**src/design/ptw_map.vh**
```
// Constants shared by the peripheral timers and the system guard timer
//------------------------------------------------------------------
// Overview of operation
// Four independent timers, own setup, own interrupt
// 32-bit counter, free-running or user-defined count
// User mode counts down loaded value, interrupts at zero
// Timer interrupt held in flop, visible without bus clock
// Guard option one: timeout requests system reset
// Option two: interrupt first, reset if still uncleared
// Software clears guard interrupt before second timeout
// Guard interrupt output goes to interrupt distributor
// Reset request goes to system control block
// Guard timer has its own reset input
// Cores and control processor both reach controls
// Free-running counts down from maximum and wraps
//------------------------------------------------------------------
`ifndef PTW_MAP_VH
`define PTW_MAP_VH

`define PTW_NUM_TIMERS   4
`define PTW_CNT_W        32
`define PTW_CNT_MAX      32'hffffffff
`define PTW_CNT_ZERO     32'h00000000
`define PTW_MODE_FREE    1'b0
`define PTW_MODE_USER    1'b1

`define PTW_GS_IDLE      2'h0
`define PTW_GS_RUN       2'h1
`define PTW_GS_WARN      2'h2
`define PTW_GS_FIRED     2'h3

`endif

```
**src/design/ptw_guard.v**
```verilog
// System guard timer: timeout counter with one- or two-stage action
`timescale 1ns/10ps
`default_nettype none
`include "ptw_map.vh"

module ptw_guard #(
  parameter CNT_W = `PTW_CNT_W
) (
  input  wire             mclk,
  input  wire             guardRst,
  input  wire             guardEnable,
  input  wire             guardTwoStage,
  input  wire             guardKick,
  input  wire             guardIrqClear,
  input  wire [CNT_W-1:0] guardLoadValue,
  output reg              guardIrq,
  output reg              guardResetReq,
  output reg  [1:0]       guardState,
  output reg  [CNT_W-1:0] guardCount
);

  localparam [CNT_W-1:0] ZERO = {CNT_W{1'b0}};
  localparam [CNT_W-1:0] ONE  = {{(CNT_W-1){1'b0}}, 1'b1};

  reg [1:0]       next_state;
  reg [CNT_W-1:0] next_count;
  reg             setIrq;

  //------------------------------------------------------------------
  // Sequencing
  //------------------------------------------------------------------
  always @* begin
    next_state = guardState;
    next_count = guardCount;
    setIrq     = 1'b0;
    case (guardState)
      `PTW_GS_IDLE: begin
        if (guardEnable) begin
          next_state = `PTW_GS_RUN;
          next_count = guardLoadValue;
        end
      end
      `PTW_GS_RUN: begin
        if (!guardEnable) begin
          next_state = `PTW_GS_IDLE;
        end else if (guardKick) begin
          next_count = guardLoadValue;
        end else if (guardCount == ZERO) begin
          if (guardTwoStage) begin
            next_state = `PTW_GS_WARN;
            next_count = guardLoadValue;
            setIrq     = 1'b1;
          end else begin
            next_state = `PTW_GS_FIRED;
          end
        end else begin
          next_count = guardCount - ONE;
        end
      end
      `PTW_GS_WARN: begin
        if (!guardEnable) begin
          next_state = `PTW_GS_IDLE;
        end else if (guardKick) begin
          next_count = guardLoadValue;
        end else if (guardCount == ZERO) begin
          // Escalate only when software left the interrupt pending
          if (guardIrq && !guardIrqClear) begin
            next_state = `PTW_GS_FIRED;
          end else begin
            next_state = `PTW_GS_RUN;
            next_count = guardLoadValue;
          end
        end else begin
          next_count = guardCount - ONE;
        end
      end
      default: begin
        // Fired is left only through the guard's own reset
        next_state = `PTW_GS_FIRED;
      end
    endcase
  end

  //------------------------------------------------------------------
  // State, interrupt and reset request
  //------------------------------------------------------------------
  always @(posedge mclk) begin
    if (guardRst) begin
      guardState    <= `PTW_GS_IDLE;
      guardCount    <= ZERO;
      guardIrq      <= 1'b0;
      guardResetReq <= 1'b0;
    end else begin
      guardState <= next_state;
      guardCount <= next_count;
      // Set wins over a clear landing in the same cycle
      if (setIrq) begin
        guardIrq <= 1'b1;
      end else if (guardIrqClear) begin
        guardIrq <= 1'b0;
      end
      guardResetReq <= (next_state == `PTW_GS_FIRED);
    end
  end

endmodule // ptw_guard

`default_nettype wire

```
**src/design/ptw_top.v**
```verilog
// Four peripheral timers and the system guard timer of the slow peripheral group
`timescale 1ns/10ps
`default_nettype none
`include "ptw_map.vh"

module ptw_top #(
  parameter NUM_TIMERS = `PTW_NUM_TIMERS,
  parameter CNT_W      = `PTW_CNT_W
) (
  input  wire                        mclk,
  input  wire                        rst,
  input  wire [NUM_TIMERS-1:0]       timerEnable,
  input  wire [NUM_TIMERS-1:0]       timerModeUser,
  input  wire [NUM_TIMERS-1:0]       appLoad,
  input  wire [CNT_W-1:0]            appLoadValue,
  input  wire [NUM_TIMERS-1:0]       appIrqClear,
  input  wire [NUM_TIMERS-1:0]       cpLoad,
  input  wire [CNT_W-1:0]            cpLoadValue,
  input  wire [NUM_TIMERS-1:0]       cpIrqClear,
  output reg  [NUM_TIMERS*CNT_W-1:0] timerCount,
  output reg  [NUM_TIMERS-1:0]       timerIrq,
  input  wire                        guardRst,
  input  wire                        guardEnable,
  input  wire                        guardTwoStage,
  input  wire                        guardKick,
  input  wire                        guardIrqClear,
  input  wire [CNT_W-1:0]            guardLoadValue,
  output wire                        guardIrq,
  output wire                        guardResetReq,
  output wire [1:0]                  guardState,
  output wire [CNT_W-1:0]            guardCount
);

  localparam [CNT_W-1:0] ZERO = `PTW_CNT_ZERO;
  localparam [CNT_W-1:0] MAXV = `PTW_CNT_MAX;
  localparam [CNT_W-1:0] ONE  = {{(CNT_W-1){1'b0}}, 1'b1};

  // One down-count step in either mode
  function [CNT_W-1:0] step;
    input [CNT_W-1:0] cur;
    input             userMode;
    begin
      if (cur != ZERO) begin
        step = cur - ONE;
      end else if (userMode == `PTW_MODE_USER) begin
        step = ZERO;
      end else begin
        step = MAXV;
      end
    end
  endfunction

  reg [NUM_TIMERS*CNT_W-1:0] next_count;
  reg [NUM_TIMERS-1:0]       next_irq;
  reg [CNT_W-1:0]            cur;
  reg                        loadAny;
  reg [CNT_W-1:0]            loadVal;
  integer                    i;

  //------------------------------------------------------------------
  // Timer channels
  //------------------------------------------------------------------
  always @* begin
    next_count = timerCount;
    next_irq   = timerIrq;
    cur        = ZERO;
    loadAny    = 1'b0;
    loadVal    = ZERO;
    for (i = 0; i < NUM_TIMERS; i = i + 1) begin
      cur     = timerCount[i*CNT_W +: CNT_W];
      // Either master may load; the control processor wins a tie
      loadAny = appLoad[i] | cpLoad[i];
      loadVal = cpLoad[i] ? cpLoadValue : appLoadValue;
      if (appIrqClear[i] | cpIrqClear[i]) begin
        next_irq[i] = 1'b0;
      end
      if (loadAny) begin
        if (timerModeUser[i] == `PTW_MODE_USER) begin
          next_count[i*CNT_W +: CNT_W] = loadVal;
        end else begin
          next_count[i*CNT_W +: CNT_W] = MAXV;
        end
      end else if (timerEnable[i]) begin
        next_count[i*CNT_W +: CNT_W] = step(cur, timerModeUser[i]);
        // Interrupt fires once, on arrival at zero; set beats clear
        if (timerModeUser[i] == `PTW_MODE_USER && cur == ONE) begin
          next_irq[i] = 1'b1;
        end
      end
    end
  end

  // Interrupt is a held level on the free-running timer clock, so the
  // receiver still sees it while the bus clock is stopped.
  always @(posedge mclk) begin
    if (rst) begin
      timerCount <= {NUM_TIMERS*CNT_W{1'b0}};
      timerIrq   <= {NUM_TIMERS{1'b0}};
    end else begin
      timerCount <= next_count;
      timerIrq   <= next_irq;
    end
  end

  //------------------------------------------------------------------
  // System guard timer
  //------------------------------------------------------------------
  ptw_guard #(
    .CNT_W          (CNT_W)
  ) uGuard (
    .mclk           (mclk),
    .guardRst       (guardRst),
    .guardEnable    (guardEnable),
    .guardTwoStage  (guardTwoStage),
    .guardKick      (guardKick),
    .guardIrqClear  (guardIrqClear),
    .guardLoadValue (guardLoadValue),
    .guardIrq       (guardIrq),
    .guardResetReq  (guardResetReq),
    .guardState     (guardState),
    .guardCount     (guardCount)
  );

endmodule // ptw_top

`default_nettype wire

```
**config.mk**
```make
export PLATFORM = sky130hd
export DESIGN_NAME = ptw_top
export DESIGN_NICKNAME = d
export VERILOG_FILES = /design/src/design/ptw_guard.v /design/src/design/ptw_top.v
export VERILOG_INCLUDE_DIRS = /design/src /design/src/design
export SDC_FILE = /design/constraint.sdc
export NUM_CORES = 1
export LEC_CHECK = 0
export BUFFER_PORTS_ARGS = -buffer_cell sky130_fd_sc_hd__buf_4
export CAP_MARGIN = 25
export CORE_MARGIN = 5
export CORE_UTILIZATION = 56
export CTS_BUF_LIST = sky130_fd_sc_hd__clkbuf_16
export DETAILED_ROUTE_END_ITERATION = 8
export PLACE_DENSITY = 0.82
export SLEW_MARGIN = 15
export SYNTH_ARGS = -nofsm -noshare
export SYNTH_HDL_FRONTEND = slang
export SYNTH_SLANG_ARGS = --single-unit
```
**constraint.sdc**
```tcl
create_clock -name mclk -period 3.9 [get_ports mclk]
set_input_delay 0.585 -clock mclk [delete_from_list [all_inputs] [get_ports mclk]]
set_output_delay 0.585 -clock mclk [all_outputs]
set_load 0.1 [all_outputs]
```
# After elaboration in Yosys (flattened, before gate mapping)
# Cells that the tools add are included.
# op_classes
add_sub_neg,5
n_reduce_logical,19
magnitude_cmp,0
muxes,67
mul,0
shifts,0
eq_ne,12
n_div,0
bitwise_logic,8
# op_table
op,count
$mux W32,33
$sub A32 B1 Y32 const B,5
$eq A32 B1 Y1 const B,4
$reduce_bool A32 Y1,4
$pmux W32 S3,1
$logic_not A32 Y1,1
$mux W1,24
$mux W2,8
$reduce_bool A2 Y1,5
$ne A4 B4 Y1 const B,2
$or A1 B1 Y1,8
$ne A2 B2 Y1 const B,3
$pmux W2 S3,1
$reduce_and A6 Y1,1
$logic_and A1 B1 Y1,5
$eq A2 B2 Y1 const B,2
$reduce_bool A3 Y1,1
$eq A2 B1 Y1 const B,1
$logic_not A2 Y1,1
$logic_not A1 Y1,1
# totals
romBits,0
mem_count,0
ram_bits,0
input_bits,127
output_inout_bits,168
ff_bits,168
latch_bits,0
wordCells,120

# Depth between registers and ports, before layout
# Gate-level depths: netlist of run 1.
# logic_depth
ltp_word,8
depth_mapped,10
mapped_depth_nobuf,8

# Hierarchy
# A second synthesis of run 1 with hierarchy kept.
# unflattened
hier_cells,1731
area_unflattened_um2,12733.5
# by_module_without_submodules
mod,cells_per_inst,n_inst,area_per_inst_um2
ptw_top,1409,1,10217.3
ptw_guard,322,1,2516.2

# Worst setup path before layout of run 1
# No wires, ideal clock.
# synth_timing
path_kind,register to register
start,register uGuard.guardCount[0]
end,register uGuard.guardCount[19]
required_time_ps,3770
n_path_buf,2
slack_ps,610
stages_incl_launch_ff,11
arrival_time_ps,3160
synth_period_minus_slack_ps,3290
path_cell_list,dfxtp_1 inv_1 ha_1 nor3b_1 and3_1 and4_1 clkbuf_1 nor2_1 clkbuf_1 mux2i_1 o32ai_1
# synth_between
elab_chain_cells,5
word_cells_on_any_way,12
# synth_rtl
item,line,text
start: declaration,ptw_guard.v:19,output reg [CNT_W-1:0] guardCount
start signal: assignment,ptw_guard.v:95,guardCount <= next_count;
$sub A32 B1 Y32 / $logic_not A32 Y1 (equally long branches),-,
$mux W32 (on tied branches),"ptw_guard.v:65, ptw_guard.v:48",
$mux W32 (on tied branches),"ptw_guard.v:63, ptw_guard.v:46",
$mux W32 (on tied branches),"ptw_guard.v:61, ptw_guard.v:44",
$pmux W32 S3,ptw_guard.v:36,case (guardState)
# Parallel ways exist; a longest one is shown, timed or not. The select of a mux whose other input is x is not followed.
# A chain may end at the register's enable or synchronous reset.

# Worst setup path after layout of run 1
# layout_timing
start,register uGuard.guardCount[21]
end,register uGuard.guardCount[24]
# The elaborated chain is that of the path after synthesis.

==> results of run 1 <==
[power by group through the flow]
stage,clock network (mW),registers (mW),logic (mW)
CTS,1.73,2.19,3.04
detailed placement,0,2.22,3.03
finish,1.73,2.20,3.09
global route,1.81,2.23,3.21
global placement,0,2.21,3.01
floorplan,0,3.50,0.899
[flip-flops by register name, indices dropped and copies added, names as in the netlist]
name and cells:
timerCount 128, uGuard.guardCount 32, timerIrq 4, uGuard.guardState 2, uGuard.guardIrq 1, uGuard.guardResetReq 1
[final cells by class]
type	instances	share of cell area, %
multi-input combinational	1390	55.1
antenna	1	0.0158
tap	285	2.26
timing repair buffer	337	16.0
inverter	69	1.64
clock inverter	15	0.974
clock buffer	17	2.69
sequential	168	21.3
[metal layers]
layer	track usage, %	vias up	share of wire [%]
li1	-	7180	-
met4	17.4	0	5.0
met1	54.6	7522	38
met5	0	-	0
met3	10.0	224	14
met2	62.8	1248	44
[placed cells by master (no fill, tap or decap), types with 11 or more instances in the layout]
master	n
nor3b_1	52
a32o_1	20
o211ai_1	25
nand4_1	29
ha_1	19
o311ai_0	12
a21oi_1	107
or4_1	24
nand2_1	148
dfxtp_1	168
o22ai_1	44
o21ai_0	171
nand3_1	37
a31oi_1	56
o31ai_1	23
a31o_2	11
xor2_1	12
nor2_1	133
nor4_1	44
nor2b_1	28
inv_1	67
or3_1	32
clkbuf_16	17
buf_4	335
mux2i_1	49
nor3_1	74
o32ai_1	37
mux2_2	14
nand2b_1	15
[stage by stage]
stage               total power [mW]  util (%)  instance area (sq um)  setup slack, ns
floorplan                       4.40         -                  12800            0.610
global placement                5.22      67.3                  15200            0.866
detailed placement              5.25      67.3                  15200            0.680
CTS                             6.95      69.9                  15800            0.674
global route                    7.25      70.0                  15800            0.342
finish                          7.03      70.0                  15800            0.606
[logic make-up (layout without fill, tap and decap cells)]
| kind of cell | count (synthesis) | count (layout) | share of synthesized area, % |
|---|---|---|---|
| compound gates | 618 | 618 | 32.1 |
| xor+xnor | 21 | 21 | 1.44 |
| fa+ha+maj | 19 | 19 | 1.86 |
| buf+inv | 193 | 438 | 5.84 |
| flops | 168 | 168 | 26.3 |
| mux | 63 | 63 | 5.06 |
| other cells | 0 | 1 | 0 |
| simple gates | 669 | 669 | 27.5 |
[worst max-delay path, cell delays in order (launching register included)]
cell and delay [ns]:
dfxtp_1 0.36, nor4_1 0.36, nor4b_1 0.56, nand2_1 0.39, o41a_1 0.72, nand2b_1 0.33
buf_4 0.32, o32ai_1 0.12
[worst min path at each step]
stage                                 start  depth (start not counted)  slack [ns]              endpoint
final                     guardLoadValue[7]                          3        0.41  uGuard.guardCount[7]
after global routing      guardLoadValue[7]                          3        0.41  uGuard.guardCount[7]
after CTS                 guardLoadValue[7]                          3        0.40  uGuard.guardCount[7]
after detailed placement     timerCount[93]                          1        0.48        timerCount[93]
after global placement       timerCount[93]                          1        0.47        timerCount[93]
after floorplan           guardLoadValue[7]                          2        0.76  uGuard.guardCount[7]
==> impl_metrics.tcl, run 1 <==
set metrics [dict create \
    nets 2129 \
    dr.first_iter.drc_count 2669 \
    r2r-end "uGuard.guardCount[24]" \
    dp.cells 2247 \
    clock_path_buffers 2 \
    wirelength_mm 56.0 \
    die_h_microns 161 \
    multi_input_area_sq_um 8710 \
    drv_cap 0 \
    ys_seq_area_share_pct 26.3 \
    synth_area_sq_um 12800 \
    gp_congestion 1.05 \
    hold_violations 0 \
    avgRoutedWirePerCell_microns 24.6 \
    clk_pin_slew_worst_paths_ns 0.08 \
    cts_made_buffers 17 \
    ys_types 78 \
    die_area_sq_um 26000 \
    port_buffers 294 \
    io_pins 295 \
    yosysMostFrequentCell "o21ai_0" \
    rsz0062_at_grt "false" \
    postCtsSetupBuffers 0 \
    layout-drive-gt1-share_pct 21.0 \
    fin_crit_ns 3.29 \
    synth_warnings 0 \
    cts_tree "done" \
    switchingPower_mw 3.49 \
    critical_path.max_fanout 20 \
    rows 55 \
    layoutNonFillerInstCount 2282 \
    num_vias 16200 \
    p_int_mw 3.54 \
    grt_max_degree 55 \
    worst_pin_slew_ns 0.933 \
    synth_edf_count 0 \
    synth_commonest_cells "171 x o21ai_0, 168 x dfxtp_1, 148 x nand2_1" \
    setup_viol 0 \
    grtUsageTotal_pct 40.8 \
    cellLeakagePower_nw 6.24 \
    ys.flop_type "dfxtp_1" \
    first_pass_iters 7 \
    ys_seq_elements 168 \
    htreeDepth 4 \
    p_clk_share_pct 24.7 \
    place.detailed.hpwl_mm 41.1 \
    crit_arrival_ns 3.60 \
    antenna_found_initial 1 \
    grt_overflow 0 \
    p_comb_share_pct 44.0 \
    synth_area_leader_cell "dfxtp_1" \
    path_class "register to register" \
    worstSetupStartpoint "uGuard.guardCount[21]" \
    crit_required_ns 4.21 \
    cts-root-buf "clkbuf_16" \
    max_freq_mhz 304 \
    endpoint "uGuard.guardCount[24]" \
    ir_drop_v 0.000295 \
    skew_ns 0.0144 \
    ant_nets 0 \
    ys_async_sr_fraction_pct 0 \
    holdWs_ns 0.406 \
    synthesis.nets 1897 \
    r2r_slack_ns 0.61 \
    grt_pass1_wl_mm 85.6 \
    status "finished, final reports clean" \
    ff_latch_area_sq_um 3360 \
    synthTopCellsByArea "dfxtp_1 26%, o21ai_0 6.7%, nand2_1 4.3%, a21oi_1 4.2%, nor2_1 3.9%" \
    start_util_pct 56.7 \
    ff2ff_path_depth 7 \
    min_path_type "primary input to register" \
    insertion_delay_ns 0.45 \
    power.density_nw_per_um2 445 \
    synth_top_area_share_pct 26.3 \
    cts.sinks 168 \
    reg2reg_from "uGuard.guardCount[21]" \
    slew_viol_final 0 \
    drc 0 \
    seqPwrFrac_pct 31.3 \
    finalSetupTns_ns 0 \
    nFillCells 1968 \
    startpoint_type "register" \
    switching_share_pct 49.6 \
    grt_pass1_vias 14600 \
    slew_headroom_pct 37.2 \
    avgViaCountPerCell 7.09 \
    crit_path_end_kind "register" \
    core-area_sq_um 22600 \
    area_growth_pct 23.5 \
    cts_hold_buffers 0 \
    die_x_microns 161 \
    cts-resized-gates 0 \
    fin_crit_sh_pct 84.5 \
    syn_inst 1751 \
    synth.avg_cell_area_sq_um 7.31 \
]
Note: power is estimated with default switching activity, not from simulation.
==> inputs of run 2 (changes only) <==
- ABC_AREA: default -> 1
- CORE_UTILIZATION: 56 -> 51
- PLACE_DENSITY: 0.82 -> 0.78
- clock period: 3.9 -> 3 ns (I/O delays scaled with it)
==> run 2 against run 1 <==
Effect of this change: sequential share of layout area decreased by 2.0 points; final area grew 11%; wire length increased by 3.7%; via count increased by 10%; cell count is 41% higher; register-to-register slack worse by 0.06 ns; clock skew is 0.0031 ns higher; synthesized cell count grew 48%; non-clock buffer count decreased by 15; combinational power up 33%; first-iteration DRC count is 27% lower; maximum frequency grew 34%; highest routed layer unchanged.
==> impl_metrics.tcl, run 2 <==
set metrics [dict create \
    insertion_delay_ns 0.45 \
    fin_ws_ns 0.546 \
    max_freq_mhz 408 \
    p_int_mw 4.67 \
    ant_nets 0 \
    synthMuxAreaShare_pct 0 \
    gp_congestion 1.02 \
    p_clk_share_pct 24.9 \
    synth_simple_gate_area_share_pct 46.4 \
    busiest_layer "met2" \
    slew_viol_final 0 \
    drv_cap 0 \
    grt_pass1_vias 16200 \
    num_vias 17800 \
    skew_ns 0.0175 \
    post-place-ws_ns 0.626 \
    ys_types 45 \
    ys_async_sr_fraction_pct 0 \
    first_pass_iters 8 \
    top_regs "timerCount (128), uGuard.guardCount (32), timerIrq (4)" \
    status "finished, final reports clean" \
    worst_pin_slew_ns 0.954 \
    r2r-end "timerCount[71]" \
    wirelength_mm 58.1 \
    critPathMostFrequentCell "nand2_1" \
    ir_drop_v 0.000308 \
    ys.flop_type "dfxtp_1" \
    nFillCells 2826 \
    cts_made_buffers 17 \
    nets 2968 \
    synthTopCellsByArea "nand2_1 23%, dfxtp_1 23%, nor2_1 9.1%, nand3_1 7.7%, o21ai_0 6.9%" \
    drc 0 \
    synth_top_area_share_pct 23.4 \
    max_flop_register "timerCount" \
    critical_path.max_fanout 25 \
    final_core_util_pct 62.5 \
    grtUsageTotal_pct 35.2 \
    synth_commonest_cells "905 x nand2_1, 350 x nor2_1, 223 x nand3_1" \
    slowest_stage "dfxtp_1" \
    use_met3_pct 6.32 \
    fin_crit_ns 2.45 \
    synth_edf_count 0 \
    cts-resized-gates 0 \
    crit_arrival_ns 2.85 \
    cts-root-buf "clkbuf_16" \
    switching_share_pct 49.4 \
    grt_max_degree 118 \
    synth.avg_cell_area_sq_um 5.60 \
    hold_violations 0 \
    slew_headroom_pct 36.3 \
    use_met1_pct 47.1 \
    core-area_sq_um 27900 \
    p_comb_share_pct 44.4 \
    clock_path_buffers 2 \
    setup_viol 0 \
    synth_area_sq_um 14500 \
    power.density_nw_per_um2 528 \
    cts_tree "done" \
    worstPathCellList "nor2_1 > nand2_1 > nor2_1 > nand2_1 > inv_2 > nand3_4 > nand2_2 > nand2_2 > o21ai_0 > nand2_1 > nand2_1 > nand2_1 > inv_1" \
    cp_slowest_stage_delay_ns 0.36 \
    avgViaCountPerCell 5.55 \
    layout_common_cells "905 x nand2_1, 350 x nor2_1, 320 x buf_4, 223 x nand3_1, 206 x inv_1" \
    path_buf_inv 2 \
    switchingPower_mw 4.56 \
    synth_xor_area_share_pct 5.56 \
    ff2ff_path_depth 13 \
    syn_inst 2591 \
    io_pins 295 \
    r2r_slack_ns 0.55 \
    final_common_cell "nand2_1" \
    grt_overflow 0 \
    synth_top_family_by_area "simple AND/OR/NAND/NOR gates" \
    cellLeakagePower_nw 8.88 \
    antenna_found_initial 0 \
    layoutNonFillerInstCount 3214 \
    rows 61 \
    holdWs_ns 0.269 \
    die_area_sq_um 31900 \
    cts.sinks 168 \
    use_met2_pct 55.2 \
    die_h_microns 179 \
    avgRoutedWirePerCell_microns 18.1 \
    dp.cells 3180 \
    postCtsSetupBuffers 0 \
    ys_seq_area_share_pct 23.2 \
    yosysMostFrequentCell "nand2_1" \
    place.detailed.hpwl_mm 44.9 \
    synth_area_leader_cell "nand2_1" \
    finalSetupTns_ns 0 \
    dr.first_iter.drc_count 1938 \
    synthesis.nets 2737 \
    grt_pass1_wl_mm 88.5 \
    hold_start "cpIrqClear[3]" \
    largest_register_ff_count 128 \
    die_x_microns 179 \
    whs_path_depth 4 \
    htreeDepth 4 \
    critPathTopFamily "simple AND/OR/NAND/NOR gates" \
    min_path_type "primary input to register" \
    crit_path_end_kind "register" \
    cts_hold_buffers 0 \
    hold_end "timerIrq[3]" \
    start_util_pct 51.9 \
    fin_crit_sh_pct 81.8 \
    seqPwrFrac_pct 30.7 \
    clk_pin_slew_worst_paths_ns 0.08 \
    path_class "register to register" \
    synthAdderAreaFrac_pct 1.64 \
    ys_seq_elements 168 \
    startpoint_type "register" \
    reg2reg_from "timerCount[86]" \
    crit_required_ns 3.39 \
    layout-drive-gt1-share_pct 16.0 \
    port_buffers 294 \
    area_growth_pct 20.5 \
    rsz0062_at_grt "false" \
    synth_warnings 0 \
    synth-compound-area-share_pct 14.0 \
]
## run 2: logic make-up (layout without fill, tap and decap cells)
logic type,count (synthesis),count (layout)
simple gates,1601,1601
compound gates,383,383
buf+inv,328,572
flops,168,168
xor+xnor,92,92
fa+ha+maj,19,19
other cells,0,1
## run 2: layout make-up
class / instances / area [sq um] / share of cell area (%)
sequential: 168 / 3360 / 19.3
inverter: 218 / 821 / 4.70
tap: 378 / 473 / 2.71
multi-input combinational: 2095 / 9790 / 56.0
clock buffer: 17 / 425 / 2.44
clock inverter: 15 / 158 / 0.902
antenna: 1 / 2.50 / 0.0143
timing repair buffer: 322 / 2440 / 14.0
## run 2: power groups by stage
| stage | registers (mW) | logic, mW | clock network, mW |
|---|---|---|---|
| after floorplan | 4.30 | 1.55 | 0 |
| after global placement | 2.86 | 4.02 | 0 |
| after detailed placement | 2.87 | 4.05 | 0 |
| after CTS | 2.82 | 4.07 | 2.32 |
| after global routing | 2.86 | 4.38 | 2.41 |
| final | 2.83 | 4.10 | 2.30 |
## run 2: routing by layer
metal / vias up / share of wire, %
li1: 8686 / -
met4: 0 / 4.7
met1: 8075 / 42
met2: 932 / 44
met5: - / 0
met3: 153 / 9.7
## run 2: worst max-delay path by stage
stage                         startpoint                    end  slack (ns)  depth (start not counted)
floorplan           uGuard.guardCount[0]  uGuard.guardCount[21]        0.45                         15
global placement          timerCount[64]         timerCount[79]        0.63                         11
global route              timerCount[87]         timerCount[79]        0.28                         13
CTS                       timerCount[64]         timerCount[79]        0.61                         11
detailed placement        timerCount[64]         timerCount[71]        0.63                         11
finish                    timerCount[86]         timerCount[71]        0.55                         13
## run 2: worst min-delay path, delay by kind of cell
family                 cells  cell delay (ns)
buffers and inverters      1             0.08
AO/OA/AOI/OAI              1             0.05
AND/OR/NAND/NOR            2             0.08
## run 2: per-stage QoR
stage          power (mW)  cell area [sq um]
5_1_grt              9.65              17500
4_1_cts              9.20              17500
2_1_floorplan        5.85              14500
6_report             9.23              17500
3_3_place_gp         6.89              16900
3_5_place_dp         6.92              16900
==> inputs of run 3 (changes only) <==
- clock period: 3 -> 2.1 ns (I/O delays scaled with it)
==> run 3 against run 2 <==
Effect of this change: critical path depth fell by 1; cell count increased by 1.8%; clock-buffer cell count did not move; core utilization up 2.8 points.
==> impl_metrics.tcl, run 3 (synthesized netlist as in run 2, its figures left out) <==
set metrics [dict create \
    io_pins 295 \
    worstPathCellList "inv_4 > ha_4 > buf_4 > nand2_1 > nor2_1 > nand2_1 > nor2_1 > nand3_1 > nand2_4 > nor2_2 > nand3_1 > a21oi_1" \
    final_common_cell "nand2_1" \
    ff2ff_path_depth 12 \
    max_freq_mhz 484 \
    crit_arrival_ns 2.44 \
    cp_slowest_stage_delay_ns 0.47 \
    clock_path_buffers 2 \
    status "finished, final reports clean" \
    wirelength_mm 60.1 \
    core-area_sq_um 27900 \
    grtUsageTotal_pct 36.1 \
    endpoint "uGuard.guardCount[30]" \
    max_flop_register "timerCount" \
    skew_ns 0.0169 \
    switching_share_pct 48.3 \
    num_vias 18300 \
    worstSetupStartpoint "uGuard.guardCount[1]" \
    fin_crit_sh_pct 98.4 \
    gp_congestion 1.03 \
    crit_path_end_kind "register" \
    drc 0 \
    startpoint_type "register" \
    cts_made_buffers 17 \
    port_buffers 294 \
    post-place-ws_ns -0.0331 \
    ant_nets 0 \
    cellLeakagePower_nw 9.23 \
    hold_violations 0 \
    cts.sinks 168 \
    nets 3026 \
    p_comb_share_pct 45.1 \
    grt_pass1_wl_mm 90.7 \
    nFillCells 2729 \
    ff_latch_area_sq_um 3530 \
    clk_pin_slew_worst_paths_ns 0.08 \
    layout_common_cells "901 x nand2_1, 372 x buf_4, 338 x nor2_1, 221 x nand3_1, 204 x inv_1" \
    r2r-end "uGuard.guardCount[30]" \
    area_growth_pct 26.0 \
    slew_viol_final 0 \
    switchingPower_mw 6.61 \
    fin_crit_ns 2.07 \
    multi_input_area_sq_um 9920 \
    fin_ws_ns 0.0337 \
    slew_headroom_pct 38.8 \
    cts_hold_buffers 0 \
    crit_required_ns 2.47 \
    holdWs_ns 0.121 \
    die_h_microns 179 \
    avgRoutedWirePerCell_microns 18.4 \
    final_core_util_pct 65.4 \
    avgViaCountPerCell 5.58 \
    insertion_delay_ns 0.45 \
    place.detailed.hpwl_mm 45.4 \
    drv_cap 0 \
    min_path_type "primary input to register" \
    ir_drop_v 0.000541 \
    cp.depth 12 \
    r2r_slack_ns 0.03 \
    top_regs "timerCount (128), uGuard.guardCount (32), timerIrq (4)" \
    critPathTopFamily "simple AND/OR/NAND/NOR gates" \
    grt_overflow 0 \
    die_x_microns 179 \
    path_buf_inv 2 \
    grt_pass1_vias 16300 \
    start_util_pct 51.9 \
    worst_pin_slew_ns 0.915 \
    p_int_mw 7.08 \
    largest_register_ff_count 128 \
    num_antenna_cells 0 \
    critical_path.max_fanout 8 \
    seqPwrFrac_pct 29.5 \
    p_clk_share_pct 25.4 \
    path_class "register to register" \
    htreeDepth 4 \
    setup_viol 0 \
    antenna_found_initial 0 \
    die_area_sq_um 31900 \
    cts-root-buf "clkbuf_16" \
    dr.first_iter.drc_count 2076 \
    rows 61 \
    grt_max_degree 65 \
    slowest_stage "nor2_2" \
    reg2reg_from "uGuard.guardCount[1]" \
    layout-drive-gt1-share_pct 23.1 \
    cts_tree "done" \
    first_pass_iters 6 \
    power.density_nw_per_um2 749 \
]
-- run 3: cell types whose count changed in the layout (fill, tap and decap cells not counted), moves of 4 or more --
cell	previous run	this run
buf_12	1	5
buf_4	320	372
dfxtp_1	168	37
dfxtp_2	0	129
inv_6	7	3
nand2_1	905	901
nor2_1	350	338
nor2_2	39	47
nor2_4	9	15
-- run 3: what timing repair did --
| item | CTS | global route |
|---|---|---|
| pin swaps | 1 | 6 |
| gates cloned | 1 | 1 |
| setup buffers | 0 | 7 |
| endpoints found under the setup margin | 14 | 79 |
| gates resized for setup | 1 | 36 |
-- run 3: layout make-up --
| cell class | instances | share of cell area, % |
|---|---|---|
| multi-input cells | 2097 | 54.3 |
| flip-flops and latches | 168 | 19.3 |
| repair buffers | 378 | 15.9 |
| inverters | 218 | 4.52 |
| well taps | 378 | 2.59 |
| clock buffers | 17 | 2.33 |
| clock inverters | 15 | 1.03 |
-- run 3: worst min path at each step --
stage | startpoint | end | cells past startpoint
after detailed placement | timerIrq[3] | timerIrq[3] | 2
after CTS | appIrqClear[3] | timerIrq[3] | 4
after floorplan | rst | timerCount[61] | 1
after global placement | timerIrq[3] | timerIrq[3] | 2
final | appIrqClear[3] | timerIrq[3] | 4
after global routing | appIrqClear[3] | timerIrq[3] | 4
-- run 3: power by group through the flow --
stage | sequential (mW) | combinational [mW] | clock [mW]
floorplan | 6.21 | 2.21 | 0
global placement | 4.07 | 5.95 | 0
detailed placement | 4.08 | 6.01 | 0
CTS | 4.01 | 6.04 | 3.51
global route | 4.07 | 6.58 | 3.62
finish | 4.03 | 6.17 | 3.48
-- run 3: through the flow --
step | power [mW] | instances | instance area (sq um) | setup TNS (ns)
CTS | 13.6 | 3263 | 18100 | -0.0556
finish | 13.7 | 3271 | 18300 | 0
global route | 14.3 | 3271 | 18300 | -0.391
detailed placement | 10.1 | 3230 | 17500 | -0.0904
floorplan | 8.42 | 2591 | 14700 | 0
global placement | 10.0 | 3230 | 17500 | 0
-- run 3: per-layer routing --
metal	GRT usage, %	share of wire [%]	up-vias	wire length, microns
li1	-	-	8800	-
met1	51.2	42	8375	25500
met2	55.1	44	953	26200
met3	6.85	10	139	6190
met4	12.0	3.7	0	2220
met5	0	0	-	0
-- run 3: worst min-delay path, cell delays in order --
cell	delay [ns]
buf_4	0.08
nor2_1	0.03
nand2_1	0.05
a21oi_1	0.06
